==> config.mk <==
export PLATFORM = sky130hd
export DESIGN_NAME = sbgp_port
export DESIGN_NICKNAME = d
export VERILOG_FILES = /design/src/sbgp_pkg.sv /design/src/sbgp_port.sv
export VERILOG_INCLUDE_DIRS = /design/src /design/src/src
export SDC_FILE = /design/constraint.sdc
export NUM_CORES = 1
export LEC_CHECK = 0
export ABC_AREA = 1
export BUFFER_PORTS_ARGS = -buffer_cell sky130_fd_sc_hd__buf_2
export CAP_MARGIN = 25
export CORE_ASPECT_RATIO = 1.1
export CORE_MARGIN = 10
export CORE_UTILIZATION = 38
export DETAILED_ROUTE_END_ITERATION = 10
export MAX_ROUTING_LAYER = met4
export PLACE_DENSITY_LB_ADDON = 0.3
export SLEW_MARGIN = 5
export SYNTH_ARGS = -nofsm -noshare
export SYNTH_HDL_FRONTEND = slang
export SYNTH_SLANG_ARGS = --single-unit
export TNS_END_PERCENT = 10
==> constraint.sdc <==
create_clock -name clock -period 2.1 [get_ports clock]
set_input_delay 0.105 -clock clock [delete_from_list [all_inputs] [get_ports clock]]
set_output_delay 0.105 -clock clock [all_outputs]
set_load 0.005 [all_outputs]
==> src/sbgp_params.svh <==
// Purpose: constants of the seven-pin port with alternate functions
// Assumes: 32-bit register words, byte offsets within the port block
// Notes:   all reset values are zero
//
// What this block does
// [RULE_01] seven pins, each bit separately input or output
// [RULE_02] reset: port mode, input, driver, pull-up off
// [RULE_03] both select bits zero gives plain port
// [RULE_04] software never sets both select bits
// [RULE_05] block at fixed base, seven fixed offsets
// [RULE_06] pin_value bits 6-0 read/write, rest zero
// [RULE_07] drive_enable bit one turns driver on
// [RULE_08] select one routes serial and remote functions
// [RULE_09] select two routes clear-to-send, pins 6, 2
// [RULE_10] open_drain_select one gives open-drain output
// [RULE_11] pullup_enable one turns pull-up on
// [RULE_12] input_buffer_enable one opens input buffer
// [RULE_13] pin_value reads pin if input enabled, else latch
`ifndef SBGP_PARAMS_SVH
`define SBGP_PARAMS_SVH

`define SBGP_NPINS      7
`define SBGP_ADDR_W     6
`define SBGP_BASE       32'h4000_0100
`define SBGP_OFF_DATA   6'h00
`define SBGP_OFF_DRIVE  6'h04
`define SBGP_OFF_FSEL1  6'h08
`define SBGP_OFF_FSEL2  6'h0c
`define SBGP_OFF_ODRN   6'h28
`define SBGP_OFF_PULL   6'h2c
`define SBGP_OFF_INEN   6'h38
`define SBGP_RST_BITS   7'h00
`define SBGP_RST_WORD   32'h0000_0000
`define SBGP_FSEL2_MASK 7'h44
`define SBGP_B_TX0      0
`define SBGP_B_RX0      1
`define SBGP_B_SCK0     2
`define SBGP_B_RC       3
`define SBGP_B_TX1      4
`define SBGP_B_RX1      5
`define SBGP_B_SCK1     6

`endif

==> src/sbgp_pkg.sv <==
// Purpose: types of the seven-pin port
// Assumes: constants come from sbgp_params.svh
// Notes:   the whole block state is one packed struct
`include "sbgp_params.svh"

package sbgp_pkg;

    typedef logic [`SBGP_NPINS-1:0] sbgp_pins_t;

    typedef struct packed {
        sbgp_pins_t  data;
        sbgp_pins_t  drive;
        sbgp_pins_t  fsel1;
        sbgp_pins_t  fsel2;
        sbgp_pins_t  odrn;
        sbgp_pins_t  pull;
        sbgp_pins_t  inen;
        sbgp_pins_t  sync1;
        sbgp_pins_t  sync2;
        sbgp_pins_t  sync3;
        sbgp_pins_t  level;
        sbgp_pins_t  pout;
        sbgp_pins_t  poe;
        sbgp_pins_t  alt_in;
        logic [1:0]  cts;
        logic        ack;
        logic [31:0] rdata;
    } sbgp_state_s;

endpackage

==> src/sbgp_port.sv <==
// Purpose: seven-pin port with alternate-function routing
// Assumes: Avalon-MM slave with one wait cycle per access while ce is high
// Notes:   pin outputs and peripheral inputs are registered
//
// Added by the designer: the Avalon-MM slave port.
`timescale 1ns/10ps
`include "sbgp_params.svh"

module sbgp_port (
    input  wire logic                     clock,
    input  wire logic                     srst,
    input  wire logic                     ce,
    input  wire logic [`SBGP_ADDR_W-1:0]  address,
    input  wire logic                     read,
    input  wire logic                     write,
    input  wire logic [31:0]              writedata,
    input  wire logic [3:0]               byteenable,
    output logic      [31:0]              readdata,
    output logic                          waitrequest,
    input  wire logic [`SBGP_NPINS-1:0]   port_pins_in,
    output logic      [`SBGP_NPINS-1:0]   port_pins_out,
    output logic      [`SBGP_NPINS-1:0]   port_pins_oe,
    output logic      [`SBGP_NPINS-1:0]   port_pins_pullup,
    output logic      [`SBGP_NPINS-1:0]   port_pins_input_en,
    input  wire logic                     serial0_transmit,
    input  wire logic                     serial0_clock_out,
    input  wire logic                     serial0_clock_oe,
    output logic                          serial0_receive,
    output logic                          serial0_clock_in,
    output logic                          serial0_clear_to_send,
    input  wire logic                     serial1_transmit,
    input  wire logic                     serial1_clock_out,
    input  wire logic                     serial1_clock_oe,
    output logic                          serial1_receive,
    output logic                          serial1_clock_in,
    output logic                          serial1_clear_to_send,
    output logic                          remote_control_input
);

    sbgp_pkg::sbgp_state_s s_q;
    sbgp_pkg::sbgp_state_s s_d;

    logic                   req;
    logic                   accept;
    sbgp_pkg::sbgp_pins_t   alt_val;
    sbgp_pkg::sbgp_pins_t   alt_drv;
    sbgp_pkg::sbgp_pins_t   sel_any;
    sbgp_pkg::sbgp_pins_t   val;
    sbgp_pkg::sbgp_pins_t   drv;
    sbgp_pkg::sbgp_pins_t   rd_pins;
    sbgp_pkg::sbgp_pins_t   wbits;
    logic [31:0]            rd_word;

    assign req    = read | write;
    // the access completes on the second cycle; a frozen block holds it off
    assign accept = req & s_q.ack & ce;

    always_comb begin
        waitrequest = req & ~accept;
    end

    // function-select masks: select two only has pins 6 and 2
    always_comb begin
        wbits   = writedata[`SBGP_NPINS-1:0];
        sel_any = s_q.fsel1 | s_q.fsel2;                                // RULE_03
    end

    // pin_value reads the filtered pin where the buffer is open
    always_comb begin
        rd_pins = (s_q.level & s_q.inen) | (s_q.data & ~s_q.inen);      // RULE_13
    end

    always_comb begin
        rd_word = `SBGP_RST_WORD;                                       // RULE_06
        unique case (address)
            `SBGP_OFF_DATA:  rd_word[`SBGP_NPINS-1:0] = rd_pins;        // RULE_05
            `SBGP_OFF_DRIVE: rd_word[`SBGP_NPINS-1:0] = s_q.drive;
            `SBGP_OFF_FSEL1: rd_word[`SBGP_NPINS-1:0] = s_q.fsel1;
            `SBGP_OFF_FSEL2: rd_word[`SBGP_NPINS-1:0] = s_q.fsel2;
            `SBGP_OFF_ODRN:  rd_word[`SBGP_NPINS-1:0] = s_q.odrn;
            `SBGP_OFF_PULL:  rd_word[`SBGP_NPINS-1:0] = s_q.pull;
            `SBGP_OFF_INEN:  rd_word[`SBGP_NPINS-1:0] = s_q.inen;
            default:         rd_word = `SBGP_RST_WORD;
        endcase
    end

    // what each alternate function wants to drive onto its pin
    always_comb begin
        alt_val = `SBGP_RST_BITS;
        alt_drv = `SBGP_RST_BITS;
        alt_val[`SBGP_B_TX0]  = serial0_transmit;                       // RULE_08
        alt_drv[`SBGP_B_TX0]  = 1'b1;
        alt_val[`SBGP_B_TX1]  = serial1_transmit;
        alt_drv[`SBGP_B_TX1]  = 1'b1;
        // select one wins if software breaks the one-select discipline
        if (s_q.fsel1[`SBGP_B_SCK0]) begin                              // RULE_04
            alt_val[`SBGP_B_SCK0] = serial0_clock_out;
            alt_drv[`SBGP_B_SCK0] = serial0_clock_oe;
        end
        if (s_q.fsel1[`SBGP_B_SCK1]) begin
            alt_val[`SBGP_B_SCK1] = serial1_clock_out;
            alt_drv[`SBGP_B_SCK1] = serial1_clock_oe;
        end
    end

    // per-pin choice between port latch and peripheral
    always_comb begin
        val = (alt_val & sel_any) | (s_q.data & ~sel_any);              // RULE_01
        drv = (alt_drv & sel_any) | (s_q.drive & ~sel_any);             // RULE_07
    end

    always_comb begin
        s_d = s_q;
        if (ce) begin
            s_d.sync1 = port_pins_in;
            s_d.sync2 = s_q.sync1;
            s_d.sync3 = s_q.sync2;
            // a bit changes only once two stages agree
            for (int i = 0; i < `SBGP_NPINS; i++) begin
                if (s_q.sync2[i] == s_q.sync3[i]) begin
                    s_d.level[i] = s_q.sync3[i];
                end
            end
            s_d.ack = req & ~s_q.ack;
            if (req & ~s_q.ack) begin
                s_d.rdata = read ? rd_word : `SBGP_RST_WORD;
            end
            if (write & s_q.ack & byteenable[0]) begin
                unique case (address)
                    `SBGP_OFF_DATA:  s_d.data  = wbits;                 // RULE_06
                    `SBGP_OFF_DRIVE: s_d.drive = wbits;                 // RULE_07
                    `SBGP_OFF_FSEL1: s_d.fsel1 = wbits;                 // RULE_08
                    `SBGP_OFF_FSEL2: s_d.fsel2 = wbits & `SBGP_FSEL2_MASK; // RULE_09
                    `SBGP_OFF_ODRN:  s_d.odrn  = wbits;                 // RULE_10
                    `SBGP_OFF_PULL:  s_d.pull  = wbits;                 // RULE_11
                    `SBGP_OFF_INEN:  s_d.inen  = wbits;                 // RULE_12
                    default:         s_d.rdata = s_q.rdata;
                endcase
            end
            // open-drain only sinks: a one releases the pin
            s_d.pout = val & ~s_q.odrn;                                 // RULE_10
            s_d.poe  = drv & ~(s_q.odrn & val);
            // peripherals see nothing while the input buffer is shut
            s_d.alt_in = s_q.level & s_q.inen & s_q.fsel1;              // RULE_12
            s_d.cts[0] = s_q.level[`SBGP_B_SCK0] & s_q.inen[`SBGP_B_SCK0]
                       & s_q.fsel2[`SBGP_B_SCK0];                       // RULE_09
            s_d.cts[1] = s_q.level[`SBGP_B_SCK1] & s_q.inen[`SBGP_B_SCK1]
                       & s_q.fsel2[`SBGP_B_SCK1];
        end
        // reset acts even with the clock enable low
        if (srst) begin
            s_d = '0;                                                   // RULE_02
        end
    end

    always_ff @(posedge clock) begin
        s_q <= s_d;
    end

    assign readdata              = s_q.rdata;
    assign port_pins_out         = s_q.pout;
    assign port_pins_oe          = s_q.poe;
    assign port_pins_pullup      = s_q.pull;                            // RULE_11
    assign port_pins_input_en    = s_q.inen;
    assign serial0_receive       = s_q.alt_in[`SBGP_B_RX0];
    assign serial0_clock_in      = s_q.alt_in[`SBGP_B_SCK0];
    assign serial0_clear_to_send = s_q.cts[0];
    assign serial1_receive       = s_q.alt_in[`SBGP_B_RX1];
    assign serial1_clock_in      = s_q.alt_in[`SBGP_B_SCK1];
    assign serial1_clear_to_send = s_q.cts[1];
    assign remote_control_input  = s_q.alt_in[`SBGP_B_RC];

    logic w_go;
    logic r_go;
    assign w_go = write & accept & byteenable[0];
    assign r_go = read & accept;
endmodule

Yosys cells after proc, flatten, opt, wreduce, memory -nomap -nowiden
Cells that the tools add are included.
{ "totals": {"ff_bits": 128, "inputBits": 60, "out_inout_bits": 68} }
{ "op_classes": {"eq_ne": 14, "n_mux": 9, "bitwise": 31, "reduce_logical": 17} }
{ "op_table": {"columns": ["cell", "n"], "rows": [
  ["2-to-1 mux 32 bit", 3],
  ["bitwise AND 7 bit", 10],
  ["case mux 7 bit (7 select lines)", 1],
  ["inverter 7 bit", 4],
  ["OR 7 bit", 4],
  ["AND reduction 3 bit", 7],
  ["equality test 6 bit, second input constant", 3],
  ["AND reduction 2 bit", 8],
  ["equality test 6 x 4 -> 1 bit, second input constant", 2],
  ["bitwise AND 1 bit", 10],
  ["equality test 1 bit", 7],
  ["2-to-1 mux 7 bit", 1],
  ["OR reduction 7 bit", 1],
  ["equality test 6 x 3 -> 1 bit, second input constant", 1],
  ["logical NOT 6 bit", 1],
  ["2-to-1 mux 1 bit", 4],
  ["!= test 2 bit, second input constant", 1],
  ["inverter 1 bit", 2],
  ["OR 1 bit", 1]
]} }

Longest topological paths before layout
Gate-level depths: netlist (run 1).
{ "logic_depth": {"ltp_word": 8, "depth_mapped": 10, "depth_no_buf": 9} }

Least setup slack after synthesis (run 1)
Ideal clock, no wire load.
{ "synth_path": {"path_type": "register to register", "from": "reg s_q[32] in the netlist's numbering", "to": "reg s_q[127] in the netlist's numbering", "arrival_ps": 1182, "setup_slack_ps": 799, "path_stages_with_launch": 7, "path_buffers": 1, "path_cell_list": "dfxtp_1 nand4_1 inv_2 nand3_1 buf_2 o21ai_0 a21oi_1"} }
{ "synth_between": {"elab_chain_len": 3} }
{ "synth_lines": {"columns": ["element", "line_no", "rtl"], "rows": [
  ["start, declared", "sbgp_port.sv:40", "sbgp_pkg::sbgp_state_s s_q;"],
  ["start signal, assigned", "sbgp_port.sv:157", "s_q <= s_d;"],
  ["bitwise AND 1 bit (2 in series)", "sbgp_port.sv:128", "if (write & s_q.ack & byteenable[0]) begin"],
  ["AND reduction 3 bit (no source line)", null, null]
]} }
No other way between the ends.
A chain may end at the register's enable or synchronous reset.

Final worst setup path (run 1)
{ "layout_path": {"from": "reg s_q[32] in the netlist's numbering", "to": "reg s_q[113] in the netlist's numbering"} }
Same word-level chain as after synthesis.

==> results of run 1 <==
## report_power, final
group,internal [mW],leakage (nW),switching [mW]
Clock,0.982,0.154,0.775
Combinational,0.0913,1.29,0.186
Sequential,1.95,0.820,0.0190
## critical path, cell delays in order (launching register included)
cell	delay, ns
dfxtp_1	0.37
nand4_1	0.27
inv_2	0.19
nand3_1	0.37
o21ai_0	0.29
a21oi_1	0.07
## synthesized netlist by cell type
master	n
nor2_4	4
conb_1	1
buf_1	1
nand3_4	1
o211ai_1	5
nand2_1	85
nor2_8	1
inv_1	39
nand4_1	20
o21a_1	4
clkbuf_1	19
buf_2	7
nor2_1	113
nand2_2	4
nand3_1	23
dfxtp_1	101
nor2_2	2
a221oi_1	1
nor3_1	1
buf_4	61
a22oi_1	1
inv_2	4
a2111oi_0	1
o21ai_1	3
o21ai_0	88
nand3_2	3
buf_6	2
a21oi_1	64
## worst paths after layout
| path | slack (ns) | start | endpoint |
|---|---|---|---|
| worst max-delay path | 0.41 | s_q[32]$_SDFFE_PP0P_ | s_q[113]$_SDFFE_PP0P_ |
| worst min-delay path | 0.009 | port_pins_in[0] | s_q[77]$_SDFFE_PP0P_ |
| worst max register to register | 0.41 | s_q[32]$_SDFFE_PP0P_ | s_q[113]$_SDFFE_PP0P_ |
| worst min register to register | 0.46 | port_pins_oe[6]$_SDFFE_PP0P_ | port_pins_oe[6]$_SDFFE_PP0P_ |
## layout make-up
cell class              count  area, µm²
fillers                  1291       6880
inverters                  43        161
flip-flops and latches    101       2020
clock buffers              10        239
multi-input cells         449       2100
clock inverters             6       77.6
well taps                 154        193
repair buffers             89        523
## flip-flops by register name, summed over array words and instances, names as in the netlist, 7 cells and up
| register | cells |
|---|---|
| port_pins_pullup | 7 |
| port_pins_oe | 7 |
| readdata | 7 |
| s_q | 59 |
| port_pins_input_en | 7 |
| port_pins_out | 7 |
## kinds of logic after synthesis
family	synth area share [%]
AOI/OAI and AO/OA	18.1
buffers and inverters	15.7
DFF	42.3
other	0.0784
and+or+nand+nor	23.8
## routing by layer
layer  global-route usage (%)  up-vias  part of all wire, %
li1                         -     2158                    -
met1                     18.9     1929                   46
met2                     23.8      116                   46
met3                     4.34       12                  7.0
met4                     5.63        0                  1.6
met5                        -        -                    0
## through the flow
stage                     setup slack [ns]  std cells
final                                0.413        852
after global routing                 0.118        852
after CTS                            0.409        852
after detailed placement             0.430        830
after global placement               0.439        830
after floorplan                      0.799        683
## repair_timing
item | in CTS | in global routing
hold buffers | 6 | 0
endpoints found under the hold margin | 6 | 0
buffers inserted | 0 | 0
==> impl_metrics.tcl, run 1 <==
set metrics [dict create \
    drive_above_1_share_pct 16.9 \
    worst_pin_slew_ns 0.523 \
    synth-seq-cells 101 \
    synth_cell_type_count 28 \
    die_area_um2 17500 \
    htree_levels 3 \
    wl_per_cell_um 15.5 \
    ys_seq_area_share_pct 42.3 \
    cap_viol_max_count 0 \
    finish.utilization_pct 43.6 \
    start_kind "flop" \
    io_buffer_count 74 \
    wl_um 13200 \
    period_share_pct 80.3 \
    peakVddDrop_uv 394 \
    crit_fanout 12 \
    hold_class "in -> reg" \
    die_w_um 127 \
    clock_path_buffers 2 \
    grtUsageTotal_pct 15.4 \
    grt_pass1_wl_um 21100 \
    setup_viol_count_final 0 \
    layout.nets 753 \
    fmax_mhz 593 \
    power_leakage_nw 2.26 \
    cts_resized 0 \
    syn_area_um2 4780 \
    grt_pass1_vias 4049 \
    relSlewSlack_pct 65.1 \
    place_area_um2 4940 \
    ctsRootBufferMaster "clkbuf_16" \
    cts_buffers 9 \
    die_y_um 138 \
    period_needed_ns 1.69 \
    ys.warnings.count 0 \
    synth_area_leaders "dfxtp_1 42%, buf_4 9.6%, o21ai_0 9.2%" \
    netlist_instances 659 \
    hold_ws_ns 0.00944 \
    reg2regPathDepth 5 \
    criticalPathCategory "reg -> reg" \
    required_ns 2.32 \
    arrival_ns 1.91 \
    n_antenna_cell 0 \
    grt_overflow 0 \
    drt-initial-drc-count 392 \
    design.core.area_um2 12200 \
    grt_start_max_net_pins 64 \
    syn2layout_area_growth_pct 11.1 \
    hold_depth 3 \
    final.setup_skew_ns 0.00694 \
    drtAntennaViolNets 0 \
    layout_common_cells "113 x nor2_1, 101 x dfxtp_1, 88 x o21ai_0" \
    hold_viol_final 0 \
    clk_latency_ns 0.35 \
    clk_pin_slew_ns 0.07 \
    hpwl_um 9660 \
    endpoint_kind "flop" \
    fin_setup_tns_ns 0 \
    timing_max_transition_violations_final 0 \
    clock-sinks 101 \
    antenna_found_initial 0 \
    ios 128 \
    cts_tree "yes" \
    num_rows 42 \
    synth.avg_cell_area_um2 7.26 \
    first_pass_iters 4 \
    gp_congestion 0.894 \
    status "finished, final reports clean" \
    synth_top_area_cell "dfxtp_1" \
    viasPerCell 4.95 \
    vias 4215 \
    fin_area_um2 5320 \
    final_common_cell "nor2_1" \
    p_total_mw 4.00 \
    rsz0062_at_grt "no" \
    p_per_area_nw_per_um2 753 \
    synth_top_area_share_pct 42.3 \
    start_util_pct 39.2 \
    drc 0 \
]
Note: power is estimated with default switching activity, not from simulation.
==> inputs of run 2 (changes only) <==
Clock period 2.1 ns to 1.55 ns, I/O delays scaled along.
==> impl_metrics.tcl, run 2 (synthesis gave the netlist of run 1 again) <==
set metrics [dict create \
    cts_buffers 9 \
    clock_power_share_pct 44.5 \
    start_kind "flop" \
    dp_slack_ns 0.00291 \
    wl_per_cell_um 15.5 \
    hold_ws_ns 0.0460 \
    die_y_um 138 \
    combPwrFrac_pct 7.1 \
    required_ns 1.78 \
    p_sw_mw 1.31 \
    timing_max_transition_violations_final 0 \
    power_leakage_nw 2.31 \
    grt_start_max_net_pins 78 \
    drtAntennaViolNets 0 \
    status "finished, final reports clean" \
    reg2regPathDepth 7 \
    arrival_ns 1.62 \
    seqPwrFrac_pct 48.4 \
    clk_latency_ns 0.35 \
    drive_above_1_share_pct 18.1 \
    multi_input_area_um2 2100 \
    grtUsageTotal_pct 15.4 \
    antenna_found_initial 0 \
    clock-sinks 101 \
    hold_depth 3 \
    setup_viol_count_final 0 \
    p_int_mw 4.20 \
    ios 128 \
    clock_path_buffers 2 \
    regMostFlops "s_q" \
    first_pass_iters 5 \
    crit_fanout 14 \
    layout.nets 763 \
    hold_viol_final 0 \
    criticalPathCategory "reg -> reg" \
    final_cell_count_no_fill 862 \
    drc 0 \
    clk_pin_slew_ns 0.07 \
    grt_pass1_wl_um 21000 \
    worst_slack_ns 0.161 \
    n_antenna_cell 0 \
    final_common_cell "nor2_1" \
    num_rows 42 \
    cap_viol_max_count 0 \
    start_util_pct 39.2 \
    period_share_pct 89.6 \
    die_area_um2 17500 \
    dp.cells 838 \
    ctsRootBufferMaster "clkbuf_16" \
    grt_pass1_vias 4139 \
    endpoint_kind "flop" \
    syn2layout_area_growth_pct 12.6 \
    swShare_pct 23.7 \
    io_buffer_count 74 \
    grt_overflow 0 \
    r2r_slack_ns 0.16 \
    hold_class "in -> reg" \
    viasPerCell 5.00 \
    die_w_um 127 \
    peakVddDrop_uv 575 \
    register_area_um2 2020 \
    htree_levels 3 \
    largest_reg_flops 59 \
    wl_um 13300 \
    p_per_area_nw_per_um2 1020 \
    cts_tree "yes" \
    hpwl_um 9800 \
    layout_common_cells "113 x nor2_1, 101 x dfxtp_1, 88 x o21ai_0" \
    period_needed_ns 1.39 \
    vias 4310 \
    final.setup_skew_ns 0.00720 \
    nFillCells 1277 \
    gp_congestion 0.943 \
    rsz0062_at_grt "no" \
    drt-initial-drc-count 344 \
    finish.utilization_pct 44.2 \
    design.core.area_um2 12200 \
    fmax_mhz 720 \
    fin_setup_tns_ns 0 \
]
==> run 2: cell types whose count changed in the layout (fill, tap and decap cells not counted) <==
cell / change
bufinv_16: +1
clkbuf_8: -1
clkinv_2: +2
buf_12: -1
buf_4: +10
dlygate4sd3_1: +1
inv_8: -1
inv_1: -1
inv_6: -1
inv_2: +1
==> run 2: timing repair <==
item                                    4_1_cts  5_1_grt
resized for setup                             0        1
endpoints found under the setup margin        1        2
pin swaps                                     1        0
hold endpoints to repair                      7        0
hold buffers                                  7        0
buffers inserted                              1        0
==> run 2: layout make-up <==
cell class	instances	area share, %
inverter	43	3.00
clock buffer	9	4.18
multi-input combinational	449	39.0
timing repair buffer	99	10.9
tap	154	3.58
sequential	101	37.5
clock inverter	7	1.81
==> run 2: path summary, 6_finish.rpt <==
check                           startpoint                            to
hold reg to reg   readdata[0]$_SDFFE_PP0P_      readdata[0]$_SDFFE_PP0P_
setup reg to reg      s_q[32]$_SDFFE_PP0P_         s_q[100]$_SDFFE_PP0P_
hold / removal                          ce  port_pins_oe[2]$_SDFFE_PP0P_
setup / recovery      s_q[32]$_SDFFE_PP0P_         s_q[100]$_SDFFE_PP0P_
==> run 2: metal layers <==
layer  vias up  share of wire (%)  track usage (%)  routed length [µm]
met5         -                  0                -                   0
met4         0                2.0             6.90                 264
met3        17                6.5             3.46                 870
met2       145                 45             23.6                6040
met1      1975                 46             19.0                6170
li1       2173                  -                -                   -
==> run 2: stage by stage <==
step | total power [mW] | area, µm²
after floorplan | 3.00 | 4870
after global placement | 3.09 | 4990
after detailed placement | 3.10 | 4990
after CTS | 5.55 | 5390
after global routing | 5.72 | 5390
final | 5.51 | 5390
==> run 2: critical path, stage by stage, from the launching register on <==
cell,delay (ns)
dfxtp_1,0.37
nand4_1,0.10
buf_4,0.17
buf_4,0.15
nor2_2,0.10
inv_2,0.12
o21ai_0,0.18
a21oi_1,0.06
==> run 2: power groups by stage <==
stage / Combinational, mW / Sequential (mW) / Clock (mW)
2_1_floorplan: 0.280 / 2.72 / 0
3_3_place_gp: 0.363 / 2.73 / 0
3_5_place_dp: 0.373 / 2.73 / 0
4_1_cts: 0.389 / 2.67 / 2.50
5_1_grt: 0.443 / 2.67 / 2.61
6_report: 0.389 / 2.67 / 2.45
